--- config.mk ---
export PLATFORM = sky130hd
export DESIGN_NAME = nlex_top
export DESIGN_NICKNAME = d
export VERILOG_FILES = /design/src/core/nlex_pkg.sv /design/src/core/nlex_ext_if.sv /design/src/core/nlex_extend.sv /design/src/core/nlex_top.sv
export SDC_FILE = /design/constraint.sdc
export NUM_CORES = 1
export LEC_CHECK = 0
export ABC_AREA = 1
export BUFFER_PORTS_ARGS = -buffer_cell sky130_fd_sc_hd__buf_2
export CAP_MARGIN = 10
export CORE_MARGIN = 3
export CORE_UTILIZATION = 50
export CTS_BUF_LIST = sky130_fd_sc_hd__clkbuf_4 sky130_fd_sc_hd__clkbuf_8
export DETAILED_ROUTE_END_ITERATION = 8
export HOLD_SLACK_MARGIN = 0.05
export PLACE_DENSITY = 0.77
export REMOVE_ABC_BUFFERS = 1
export SETUP_SLACK_MARGIN = 0.02
export SLEW_MARGIN = 20
export SYNTH_ARGS = -nofsm -noshare
export SYNTH_HDL_FRONTEND = slang
export SYNTH_SLANG_ARGS = --single-unit
--- constraint.sdc ---
create_clock -name CLOCK -period 2.3 [get_ports CLOCK]
set_input_delay 0.115 -clock CLOCK [delete_from_list [all_inputs] [get_ports CLOCK]]
set_output_delay 0.115 -clock CLOCK [all_outputs]
set_load 0.01 [all_outputs]
--- src/core/nlex_pkg.sv ---
// Functional notes
// [RL1] effective address is base value plus sign-extended 12-bit offset
// [RL2] signed byte load: fetched byte sign-extended from 8 to 32 bits
// [RL3] unsigned byte load: fetched byte with upper 24 bits zero
// [RL4] signed halfword load: fetched 16 bits sign-extended to 32 bits
// [RL5] software keeps halfword addresses even; odd result is undefined
// [RL6] base operand is always a general register, never an extension register
// [RL7] loads decode on major opcode 0x2, I-12 layout with five fields
// [RL8] memory and peripheral byte loads use one identical bus access
// [RL9] minor opcode picks signed byte, unsigned byte or signed halfword
// [RL10] byte loads take any address, selecting the lane from the word
package nlex_pkg;
   localparam int unsigned OPC_MSB      = 31;
   localparam int unsigned OPC_LSB      = 28;
   localparam int unsigned BASE_MSB     = 27;
   localparam int unsigned BASE_LSB     = 22;
   localparam int unsigned DEST_MSB     = 21;
   localparam int unsigned DEST_LSB     = 16;
   localparam int unsigned MINOR_MSB    = 15;
   localparam int unsigned MINOR_LSB    = 12;
   localparam int unsigned IMM_MSB      = 11;
   localparam int unsigned IMM_LSB      = 0;
   localparam logic [3:0]  OPC_LOAD     = 4'h2;
   localparam logic [3:0]  MINOR_BYTE_S = 4'h0;
   localparam logic [3:0]  MINOR_BYTE_U = 4'h4;
   localparam logic [3:0]  MINOR_HALF_S = 4'h1;
   localparam logic [31:0] ZERO_WORD    = 32'h0000_0000;
   localparam logic [3:0]  BE_NONE      = 4'h0;
   localparam logic [3:0]  BE_BYTE0     = 4'h1;
   localparam logic [3:0]  BE_HALF0     = 4'h3;
   localparam logic [5:0]  REG_NONE     = 6'h00;

   typedef enum logic [1:0] {
      NLEX_BYTE_S = 2'b00,
      NLEX_BYTE_U = 2'b01,
      NLEX_HALF_S = 2'b10
   } nlex_mode_t;

   typedef enum logic [1:0] {
      NLEX_IDLE = 2'b00,
      NLEX_REQ  = 2'b01,
      NLEX_DONE = 2'b10
   } nlex_state_t;

   typedef struct packed {
      nlex_state_t st;
      nlex_mode_t  mode;
      logic [31:0] addr;
      logic [3:0]  be;
      logic [5:0]  dest;
      logic        wb_valid;
      logic [31:0] wb_data;
      logic        miss;
   } nlex_regs_t;
endpackage

--- src/core/nlex_ext_if.sv ---
`timescale 1ns/1ps
interface nlex_ext_if;
   logic [31:0]         word;
   logic [1:0]          lane;
   nlex_pkg::nlex_mode_t mode;
   logic [31:0]         result;
   modport drv (output word, output lane, output mode, input result);
   modport ext (input word, input lane, input mode, output result);
endinterface

--- src/core/nlex_extend.sv ---
`timescale 1ns/1ps
module nlex_extend (
   nlex_ext_if.ext x
);
   logic [7:0]  byte_v;
   logic [15:0] half_v;

   always_comb begin
      // lane picked from the low address bits, no alignment demanded
      byte_v = x.word[8 * x.lane +: 8]; // RL10
      // bit 0 ignored; odd halfword addresses give an undefined lane anyway
      half_v = x.lane[1] ? x.word[31:16] : x.word[15:0]; // RL5
      case (x.mode)
         nlex_pkg::NLEX_BYTE_S: x.result = {{24{byte_v[7]}}, byte_v}; // RL2
         nlex_pkg::NLEX_BYTE_U: x.result = {24'h000000, byte_v}; // RL3
         nlex_pkg::NLEX_HALF_S: x.result = {{16{half_v[15]}}, half_v}; // RL4
         default:               x.result = nlex_pkg::ZERO_WORD;
      endcase
   end
endmodule

--- src/core/nlex_top.sv ---
`timescale 1ns/1ps
module nlex_top (
   input  wire logic        CLOCK,
   input  wire logic        SRST,
   input  wire logic        ISSUE_VALID,
   output      logic        ISSUE_READY,
   input  wire logic [31:0] ISSUE_INSN,
   input  wire logic [31:0] ISSUE_BASE_VALUE,
   output      logic [5:0]  ISSUE_BASE_INDEX,
   output      logic        MEM_REQ,
   output      logic [31:0] MEM_ADDR,
   output      logic [3:0]  MEM_BE,
   input  wire logic        MEM_RVALID,
   input  wire logic [31:0] MEM_RDATA,
   output      logic        WB_VALID,
   output      logic [5:0]  WB_REG,
   output      logic [31:0] WB_DATA,
   output      logic        DECODE_MISS
);
   nlex_pkg::nlex_regs_t r_q;
   nlex_pkg::nlex_regs_t r_d;
   nlex_ext_if           ext ();

   logic [3:0]  opc;
   logic [3:0]  minor;
   logic [11:0] offset_imm_field;
   logic [5:0]  dest_reg_operand;
   logic [31:0] eff_addr;
   logic        is_load;
   nlex_pkg::nlex_mode_t dec_mode;
   logic [3:0]  dec_be;

   assign opc              = ISSUE_INSN[nlex_pkg::OPC_MSB:nlex_pkg::OPC_LSB];
   assign minor            = ISSUE_INSN[nlex_pkg::MINOR_MSB:nlex_pkg::MINOR_LSB];
   assign offset_imm_field = ISSUE_INSN[nlex_pkg::IMM_MSB:nlex_pkg::IMM_LSB];
   assign dest_reg_operand = ISSUE_INSN[nlex_pkg::DEST_MSB:nlex_pkg::DEST_LSB];
   // core reads its general file at this index; extension names never reach here
   assign ISSUE_BASE_INDEX = ISSUE_INSN[nlex_pkg::BASE_MSB:nlex_pkg::BASE_LSB]; // RL6

   assign eff_addr = ISSUE_BASE_VALUE + {{20{offset_imm_field[11]}}, offset_imm_field}; // RL1

   always_comb begin
      is_load  = 1'b0;
      dec_mode = nlex_pkg::NLEX_BYTE_S;
      if (opc == nlex_pkg::OPC_LOAD) begin // RL7
         case (minor) // RL9
            nlex_pkg::MINOR_BYTE_S: begin
               is_load  = 1'b1;
               dec_mode = nlex_pkg::NLEX_BYTE_S;
            end
            nlex_pkg::MINOR_BYTE_U: begin
               is_load  = 1'b1;
               dec_mode = nlex_pkg::NLEX_BYTE_U;
            end
            nlex_pkg::MINOR_HALF_S: begin
               is_load  = 1'b1;
               dec_mode = nlex_pkg::NLEX_HALF_S;
            end
            default: begin
               is_load  = 1'b0;
               dec_mode = nlex_pkg::NLEX_BYTE_S;
            end
         endcase
      end
   end

   always_comb begin
      if (dec_mode == nlex_pkg::NLEX_HALF_S) begin
         dec_be = nlex_pkg::BE_HALF0 << {eff_addr[1], 1'b0};
      end else begin
         dec_be = nlex_pkg::BE_BYTE0 << eff_addr[1:0]; // RL10
      end
   end

   assign ext.word = MEM_RDATA;
   assign ext.lane = r_q.addr[1:0];
   assign ext.mode = r_q.mode;

   nlex_extend u_extend (
      .x (ext.ext)
   );

   always_comb begin
      r_d          = r_q;
      r_d.wb_valid = 1'b0;
      r_d.miss     = 1'b0;
      case (r_q.st)
         nlex_pkg::NLEX_IDLE: begin
            if (ISSUE_VALID) begin
               if (is_load) begin
                  r_d.st   = nlex_pkg::NLEX_REQ;
                  r_d.mode = dec_mode;
                  r_d.addr = eff_addr;
                  r_d.be   = dec_be;
                  r_d.dest = dest_reg_operand;
               end else begin
                  // foreign instructions are consumed and flagged, not stalled on
                  r_d.miss = 1'b1;
               end
            end
         end
         nlex_pkg::NLEX_REQ: begin
            // one access path whatever the target: memory or peripheral
            if (MEM_RVALID) begin // RL8
               r_d.st       = nlex_pkg::NLEX_DONE;
               r_d.wb_valid = 1'b1;
               r_d.wb_data  = ext.result;
            end
         end
         nlex_pkg::NLEX_DONE: begin
            r_d.st = nlex_pkg::NLEX_IDLE;
         end
         default: begin
            r_d.st = nlex_pkg::NLEX_IDLE;
         end
      endcase
   end

   always_ff @(posedge CLOCK) begin
      if (SRST) begin
         r_q.st       <= nlex_pkg::NLEX_IDLE;
         r_q.mode     <= nlex_pkg::NLEX_BYTE_S;
         r_q.addr     <= nlex_pkg::ZERO_WORD;
         r_q.be       <= nlex_pkg::BE_NONE;
         r_q.dest     <= nlex_pkg::REG_NONE;
         r_q.wb_valid <= 1'b0;
         r_q.wb_data  <= nlex_pkg::ZERO_WORD;
         r_q.miss     <= 1'b0;
      end else begin
         r_q <= r_d;
      end
   end

   assign ISSUE_READY = (r_q.st == nlex_pkg::NLEX_IDLE);
   assign MEM_REQ     = (r_q.st == nlex_pkg::NLEX_REQ);
   // word aligned; the byte enables carry the lane
   assign MEM_ADDR    = {r_q.addr[31:2], 2'b00};
   assign MEM_BE      = r_q.be;
   assign WB_VALID    = r_q.wb_valid;
   assign WB_REG      = r_q.dest;
   assign WB_DATA     = r_q.wb_data;
   assign DECODE_MISS = r_q.miss;
endmodule
==> results.ini, run 1 <==
[yosys]
synth.avg_cell_area_sq_um = 5.94
syn_inst = 968
synth-seq-cells = 64
synth_edf_count = 0
synth.distinct_cells = 37
synthFlopType = dfxtp_1
yosysWarnings = 0
syn-cell-area_sq_um = 5750
synthArstFlopShare_pct = 0
ys_seq_area_share_pct = 22.3

[sta]
timing.final.ws_setup_ns = 0.689
tightest_slew_ns = 0.575
whs_ns = 0.118
finalHoldViolCount = 0
max_freq_ghz = 0.621
finalSetupViolCount = 0
rsz0062_at_grt = false
drv_slew = 0
fin_crit_ns = 1.61
layout_worst_path_cycle_share_pct = 70.0
finalSetupTns_ns = 0
skew_ns = 0.00774
relSlewSlack_pct = 61.4

[clock_tree]
h-tree-depth = 3
clk_latency_ns = 0.34
clock-sinks = 64
cts_buffer_depth = 2
clk_pin_slew_ns = 0.08
post-cts-setup-buffers = 0
cts_tree = built
cts_buffers = 9
clock-root-buffer = clkbuf_8

[grt]
first_global_vias = 5354
grt_pass1_wl_um = 24000
grt_use_met2_pct = 41.1
grt_use_met3_pct = 4.39
grt_overflow_total = 0
antenna_found_initial = 0
track_usage_pct = 22.7
use_met1_pct = 27.6
grt_max_degree = 30
grt_most_used_layer = met2

[power]
power.switching_uw = 984
ir_drop_v = 0.000266
cellPowerDensity_nw_per_um2 = 471
p_leak_uw = 0.00385
internal_power_uw = 2030
clock_power_share_pct = 37.5
p_comb_share_pct = 25.5
seq_power_share_pct = 37.1
p_total_uw = 3010
swShare_pct = 32.7

[setup_path]
endpoint_kind = flop
cp_top_family = simple AND/OR/NAND/NOR gates
crit_type = primary input to flop
crit_fanout = 4
worstPathArrival_ns = 1.86
slowest_stage = fa_1
crit_required_ns = 2.55
rr_endpoint = MEM_ADDR[9]
crit_path_start = ISSUE_INSN[0]
slowest_delay_ns = 0.42
rrSetupSlack_ns = 0.76
cp.buffers_inverters = 4
worstRegToRegCells = 10
crit_top_cell = nand3_1
crit_chain = buf_2 > ha_1 > inv_1 > fa_1 > inv_1 > nand3_1 > nand3_1 > nand3_1 > nand3_1 > nand2_1 > nand3_1 > nand3_1 > nand2_1 > inv_1
worstSetupStartpointType = primary input
r2r-start = r_q[78]

[min_path]
hold-path-endpoint = ext.mode[0]
holdPathStages = 4
holdCritStartpoint = ISSUE_INSN[15]
min_path_type = primary input to flop

[layout]
layout.nets = 1192
finalNonFillerCells = 1205
diodes = 0
syn_to_final_growth_pct = 11.2
drive_gt1_share_pct = 20.5

[placement]
gp_congestion = 0.967
place_ws_ns = 0.344
dp.cells = 1182
dp_hpwl_um = 11700
portBuffers = 169

[drt]
vias_per_cell = 4.83
vias = 5820
drc = 0
drtIter0Drc = 308
routedWlPerCell_um = 12.1
wirelength_um = 14600
ant_nets = 0
firstDrtPassIters = 5

[floorplan]
die_h_um = 113
dieArea_sq_um = 12800
num_io_pins = 184
die_x_um = 113
placementRows = 38
core_region_area_sq_um = 11000
start_util_pct = 52.1

[job]
drv_cap = 0

[run_status]
status = completed

-- state kept, by name, indices dropped and copies added (netlist names) --
name / count
MEM_ADDR: 30
WB_DATA: 16
WB_REG: 6
MEM_BE: 4
ext.lane: 2
ext.mode: 2
r_q: 2
DECODE_MISS: 1
WB_VALID: 1
-- cell usage after synthesis (2+ instances only) --
cell type / count / area share [%]
xnor2_1: 4 / 0.61
nor2_1: 103 / 6.7
a31oi_1: 3 / 0.33
o21ai_0: 31 / 2.7
nand3_1: 47 / 4.1
ha_1: 31 / 6.7
nand2_1: 295 / 19
nand4_1: 5 / 0.54
nor2_2: 6 / 0.65
o21bai_1: 3 / 0.39
buf_4: 83 / 11
buf_2: 9 / 0.78
mux2i_1: 6 / 1.0
o211ai_1: 2 / 0.26
xor2_1: 10 / 1.5
nor3_1: 4 / 0.35
nand2_2: 10 / 1.1
buf_6: 4 / 0.78
nand3_2: 3 / 0.52
a21oi_1: 61 / 5.3
o21ai_1: 4 / 0.35
clkbuf_1: 5 / 0.33
dfxtp_1: 64 / 22
inv_2: 3 / 0.20
inv_1: 160 / 10
-- cells in the final DEF (no fill, tap or decap), drive strengths merged, types with 7 or more instances in the layout --
cell,n
a21oi,62
buf,175
clkbuf,9
dfxtp,64
dlygate4sd3,7
ha,31
inv,167
nand2,305
nand3,50
nor2,109
o21ai,35
xor2,10
-- worst max path at each step --
stage,endpoint,cells past startpoint,slack (ns)
2_1_floorplan,WB_DATA[30],2,0.45
3_3_place_gp,MEM_ADDR[20],14,0.35
3_5_place_dp,MEM_ADDR[28],14,0.34
4_1_cts,MEM_ADDR[28],14,0.71
5_1_grt,MEM_ADDR[22],14,0.47
6_report,MEM_ADDR[28],14,0.69
-- stage by stage --
stage	utilization, %	instance area (sq um)
after floorplan	-	5020
after global placement	55.3	6100
after detailed placement	55.3	6100
after CTS	58.0	6390
after global routing	58.0	6390
final	58.0	6390
-- final cells by class --
| class | count | area (sq um) |
|---|---|---|
| Tap cell | 140 | 175 |
| Fill cell | 1155 | 4640 |
| Timing Repair Buffer | 182 | 973 |
| Inverter | 164 | 618 |
| Sequential cell | 64 | 1280 |
| Multi-Input combinational cell | 639 | 3120 |
| Clock buffer | 9 | 124 |
| Clock inverter | 7 | 101 |
-- worst min-delay path: cells and delay by family --
| kind | cells | cell delay (ns) |
|---|---|---|
| compound gates | 1 | 0.07 |
| simple gates | 2 | 0.14 |
| buf+inv | 1 | 0.08 |
-- logic make-up after synthesis --
| family | Yosys count | share of synthesized area (%) |
|---|---|---|
| and+or+nand+nor | 473 | 33.2 |
| buffers and inverters | 266 | 23.5 |
| AOI/OAI and AO/OA | 112 | 10.6 |
| DFF | 64 | 22.3 |
| adders and majority gates | 32 | 7.09 |
| xor gates and xnor gates | 14 | 2.13 |
| muxes | 6 | 1.04 |
| other | 1 | 0.0652 |
-- power by group through the flow --
stage	clock network (uW)	logic, uW	registers (uW)
2_1_floorplan	0	508	1140
3_3_place_gp	0	745	1140
3_5_place_dp	0	750	1140
4_1_cts	1170	763	1120
5_1_grt	1210	881	1120
6_report	1130	766	1120
-- repair_timing --
action / 4_1_cts / 5_1_grt
hold buffers: 7 / 0
gates resized for setup: 0 / 0
endpoints found under the hold margin: 7 / 0
endpoints found under the setup margin: 0 / 0
-- layer usage --
metal / wire length [um] / share of wire, % / up-vias
met5: 0 / 0 / -
met4: 218 / 1.5 / 0
met3: 1040 / 7.1 / 14
met2: 6920 / 47 / 203
met1: 6440 / 44 / 2534
li1: - / - / 3069
Power figures use the tool's default switching activity.
==> run 2: changes to the inputs <==
- ABC_AREA: 1 -> 0
- PLACE_DENSITY: 0.77 -> 0.79
- clock period: 2.3 -> 1.5 ns (I/O delays scaled with it)
==> results.ini, run 2 <==
[power]
p_total_uw = 5280  ; +76%
p_comb_share_pct = 39.2  ; +14 points
swShare_pct = 36.7  ; +4.1 points
ir_drop_v = 0.000447  ; +68%
cellPowerDensity_nw_per_um2 = 661  ; +40%
clock_power_share_pct = 28.5  ; -9.0 points
power.switching_uw = 1940  ; +97%
seq_power_share_pct = 32.3  ; -4.8 points
internal_power_uw = 3340  ; +65%
p_leak_uw = 0.00365  ; -5.2%

[sta]
fin_crit_ns = 2.22
finalSetupTns_ns = -13.13  ; -13.13 ns
finalHoldViolCount = 0  ; unchanged
drv_slew = 0  ; unchanged
max_freq_ghz = 0.450
timing.final.ws_setup_ns = -0.723  ; -1.41 ns
relSlewSlack_pct = 62.8  ; +1.4 points
layout_worst_path_cycle_share_pct = 148
finalSetupViolCount = 51  ; +51
tightest_slew_ns = 0.556  ; -0.0193 ns
skew_ns = 0.00965  ; +0.00190 ns
rsz0062_at_grt = true

[grt]
track_usage_pct = 30.8  ; +8.0 points
first_global_vias = 5864  ; +9.5%
grt_overflow_total = 0  ; unchanged
grt_max_degree = 37  ; +23%
grt_pass1_wl_um = 28300  ; +18%
antenna_found_initial = 0  ; unchanged

[setup_path]
crit_fanout = 5  ; +1
worstRegToRegCells = 8  ; -2
worstPathArrival_ns = 2.48  ; +0.62 ns
crit_type = primary input to flop
rrSetupSlack_ns = -0.29  ; -1.05 ns
crit_required_ns = 1.76  ; -0.79 ns
r2r-start = r_q[78]
rr_endpoint = MEM_BE[1]
endpoint_kind = flop
worstSetupStartpointType = primary input

[drt]
drtIter0Drc = 686  ; +120%
routedWlPerCell_um = 21.5  ; +77%
wirelength_um = 22400  ; +53%
ant_nets = 0  ; unchanged
vias_per_cell = 6.14  ; +27%
firstDrtPassIters = 9  ; +4
drc = 1  ; +1
vias = 6381  ; +9.6%

[yosys]
synthArstFlopShare_pct = 0  ; unchanged
synth_commonest_cells = 80 x buf_4, 79 x nand2_1, 76 x a21oi_1
synth_edf_count = 0  ; unchanged
synthFlopType = dfxtp_1
post-synth-top-count-cell = buf_4
synth.avg_cell_area_sq_um = 7.60  ; +28%
synth-seq-cells = 64  ; unchanged
syn_inst = 664  ; -31%
netlist.top_cell.by_area = dfxtp_1
yosysWarnings = 0  ; unchanged
ys_top_cells_by_area = dfxtp_1 25%, buf_4 12%, ha_1 7.7%
ys_seq_area_share_pct = 25.4  ; +3.1 points
syn-cell-area_sq_um = 5050  ; -12%
synth.distinct_cells = 60  ; +62%
synth_top_cell_area_share_pct = 25.4  ; +3.1 points

[clock_tree]
clock-sinks = 64  ; unchanged
cts_buffers = 9  ; unchanged
clock-root-buffer = clkbuf_8
h-tree-depth = 3  ; unchanged
clk_pin_slew_ns = 0.09  ; about the same
clk_latency_ns = 0.38  ; +0.04 ns
cts_tree = built
cts_buffer_depth = 2  ; unchanged

[min_path]
hold-path-endpoint = ext.mode[0]
min_path_type = primary input to flop
holdCritStartpoint = ISSUE_INSN[14]
holdPathStages = 2  ; -2

[run_status]
status = finished, violations left
violations = DRC, setup timing

[layout]
finalNonFillerCells = 1040  ; -14%
final_common_cell = buf_2
fillers = 573  ; -50%
final_util_pct = 81.8  ; +24 points
layout_common_cells = 162 x buf_2, 122 x buf_4, 63 x dfxtp_1
largest_register_ffs = 30  ; unchanged
layout.nets = 1034  ; -13%
syn_to_final_growth_pct = 58.4
diodes = 0  ; unchanged
drive_gt1_share_pct = 57.0  ; +37 points

[floorplan]
dieArea_sq_um = 11300  ; -12%
die_x_um = 106  ; -6.0%
start_util_pct = 51.6  ; -0.49 points
num_io_pins = 184  ; unchanged
placementRows = 36  ; -5.3%
core_region_area_sq_um = 9770  ; -11%
die_h_um = 106  ; -6.0%

[placement]
dp_hpwl_um = 11900  ; +1.2%
dp.cells = 972  ; -18%
gp_congestion = 0.955  ; -1.3%
portBuffers = 169  ; unchanged

[job]
drv_cap = 0  ; unchanged

run 2: power groups by stage:
stage	combinational [uW]	clock [uW]	sequential [uW]
2_1_floorplan	694	0	1750
3_3_place_gp	1330	0	1750
3_5_place_dp	1370	0	1750
4_1_cts	1680	1450	1710
5_1_grt	2160	1590	1710
6_report	2070	1510	1710
run 2: worst max path at each step:
stage,start,slack [ns],cells after the start,to
after CTS,ISSUE_BASE_VALUE[0],-0.50,13,MEM_ADDR[30]
final,ISSUE_INSN[11],-0.72,13,MEM_ADDR[26]
after detailed placement,ISSUE_INSN[0],-0.99,12,MEM_ADDR[30]
after global placement,ISSUE_INSN[0],-0.92,12,MEM_ADDR[30]
after floorplan,ISSUE_INSN[28],-1.34,6,MEM_ADDR[29]
after global routing,ISSUE_INSN[11],-0.85,13,MEM_ADDR[26]
run 2: through the flow:
stage | hold slack (ns) | instance area [sq um] | setup WS [ns]
after floorplan | 0.144 | 4320 | -1.34
after global placement | 0.150 | 6230 | -0.921
after detailed placement | 0.150 | 6230 | -0.993
after CTS | 0.0785 | 7250 | -0.499
after global routing | 0.0773 | 8000 | -0.854
final | 0.0805 | 8000 | -0.723
run 2: logic make-up after synthesis:
logic type	synth area share, %
flip-flops	25.4
XOR/XNOR	3.30
multiplexers	3.57
AND/OR/NAND/NOR	20.5
other	0.0743
AO/OA/AOI/OAI	23.3
buffers and inverters	15.8
adder cells (fa/ha/maj)	8.08
run 2: repair_timing:
action / CTS / global route
endpoints found under the hold margin: 10 / 0
gates resized for setup: 127 / 118
setup endpoints to repair: 43 / 55
hold buffers: 8 / 0
setup buffers: 19 / 24
pin swaps: 90 / 84
cloned: 0 / 5
run 2: layout make-up:
class,count,area [sq um],area share (%)
clock inverter,6,43.8,0.548
multi-input combinational,470,3870,48.5
inverter,19,71.3,0.892
timing repair buffer,338,2420,30.2
sequential,64,1280,16.1
clock buffer,10,138,1.72
tap,133,166,2.08
run 2: worst max-delay path, cell delays in order:
cell and delay, ns:
buf_12 0.11, buf_8 0.13, ha_4 0.22, a21o_1 0.22, buf_6 0.12, a21o_1 0.18
a221oi_2 0.48, buf_4 0.23, a21oi_2 0.07, buf_4 0.15, o21a_1 0.18, o2111ai_1 0.19
o311ai_1 0.12
run 2: per-layer routing:
metal  vias up  share of wire [%]  global-route usage (%)
li1       2747                  -                       -
met1      2934                 35                    35.0
met2       526                 48                    55.3
met3       174                9.8                    4.86
met4         0                7.2                    15.9
met5         -                  0                       0
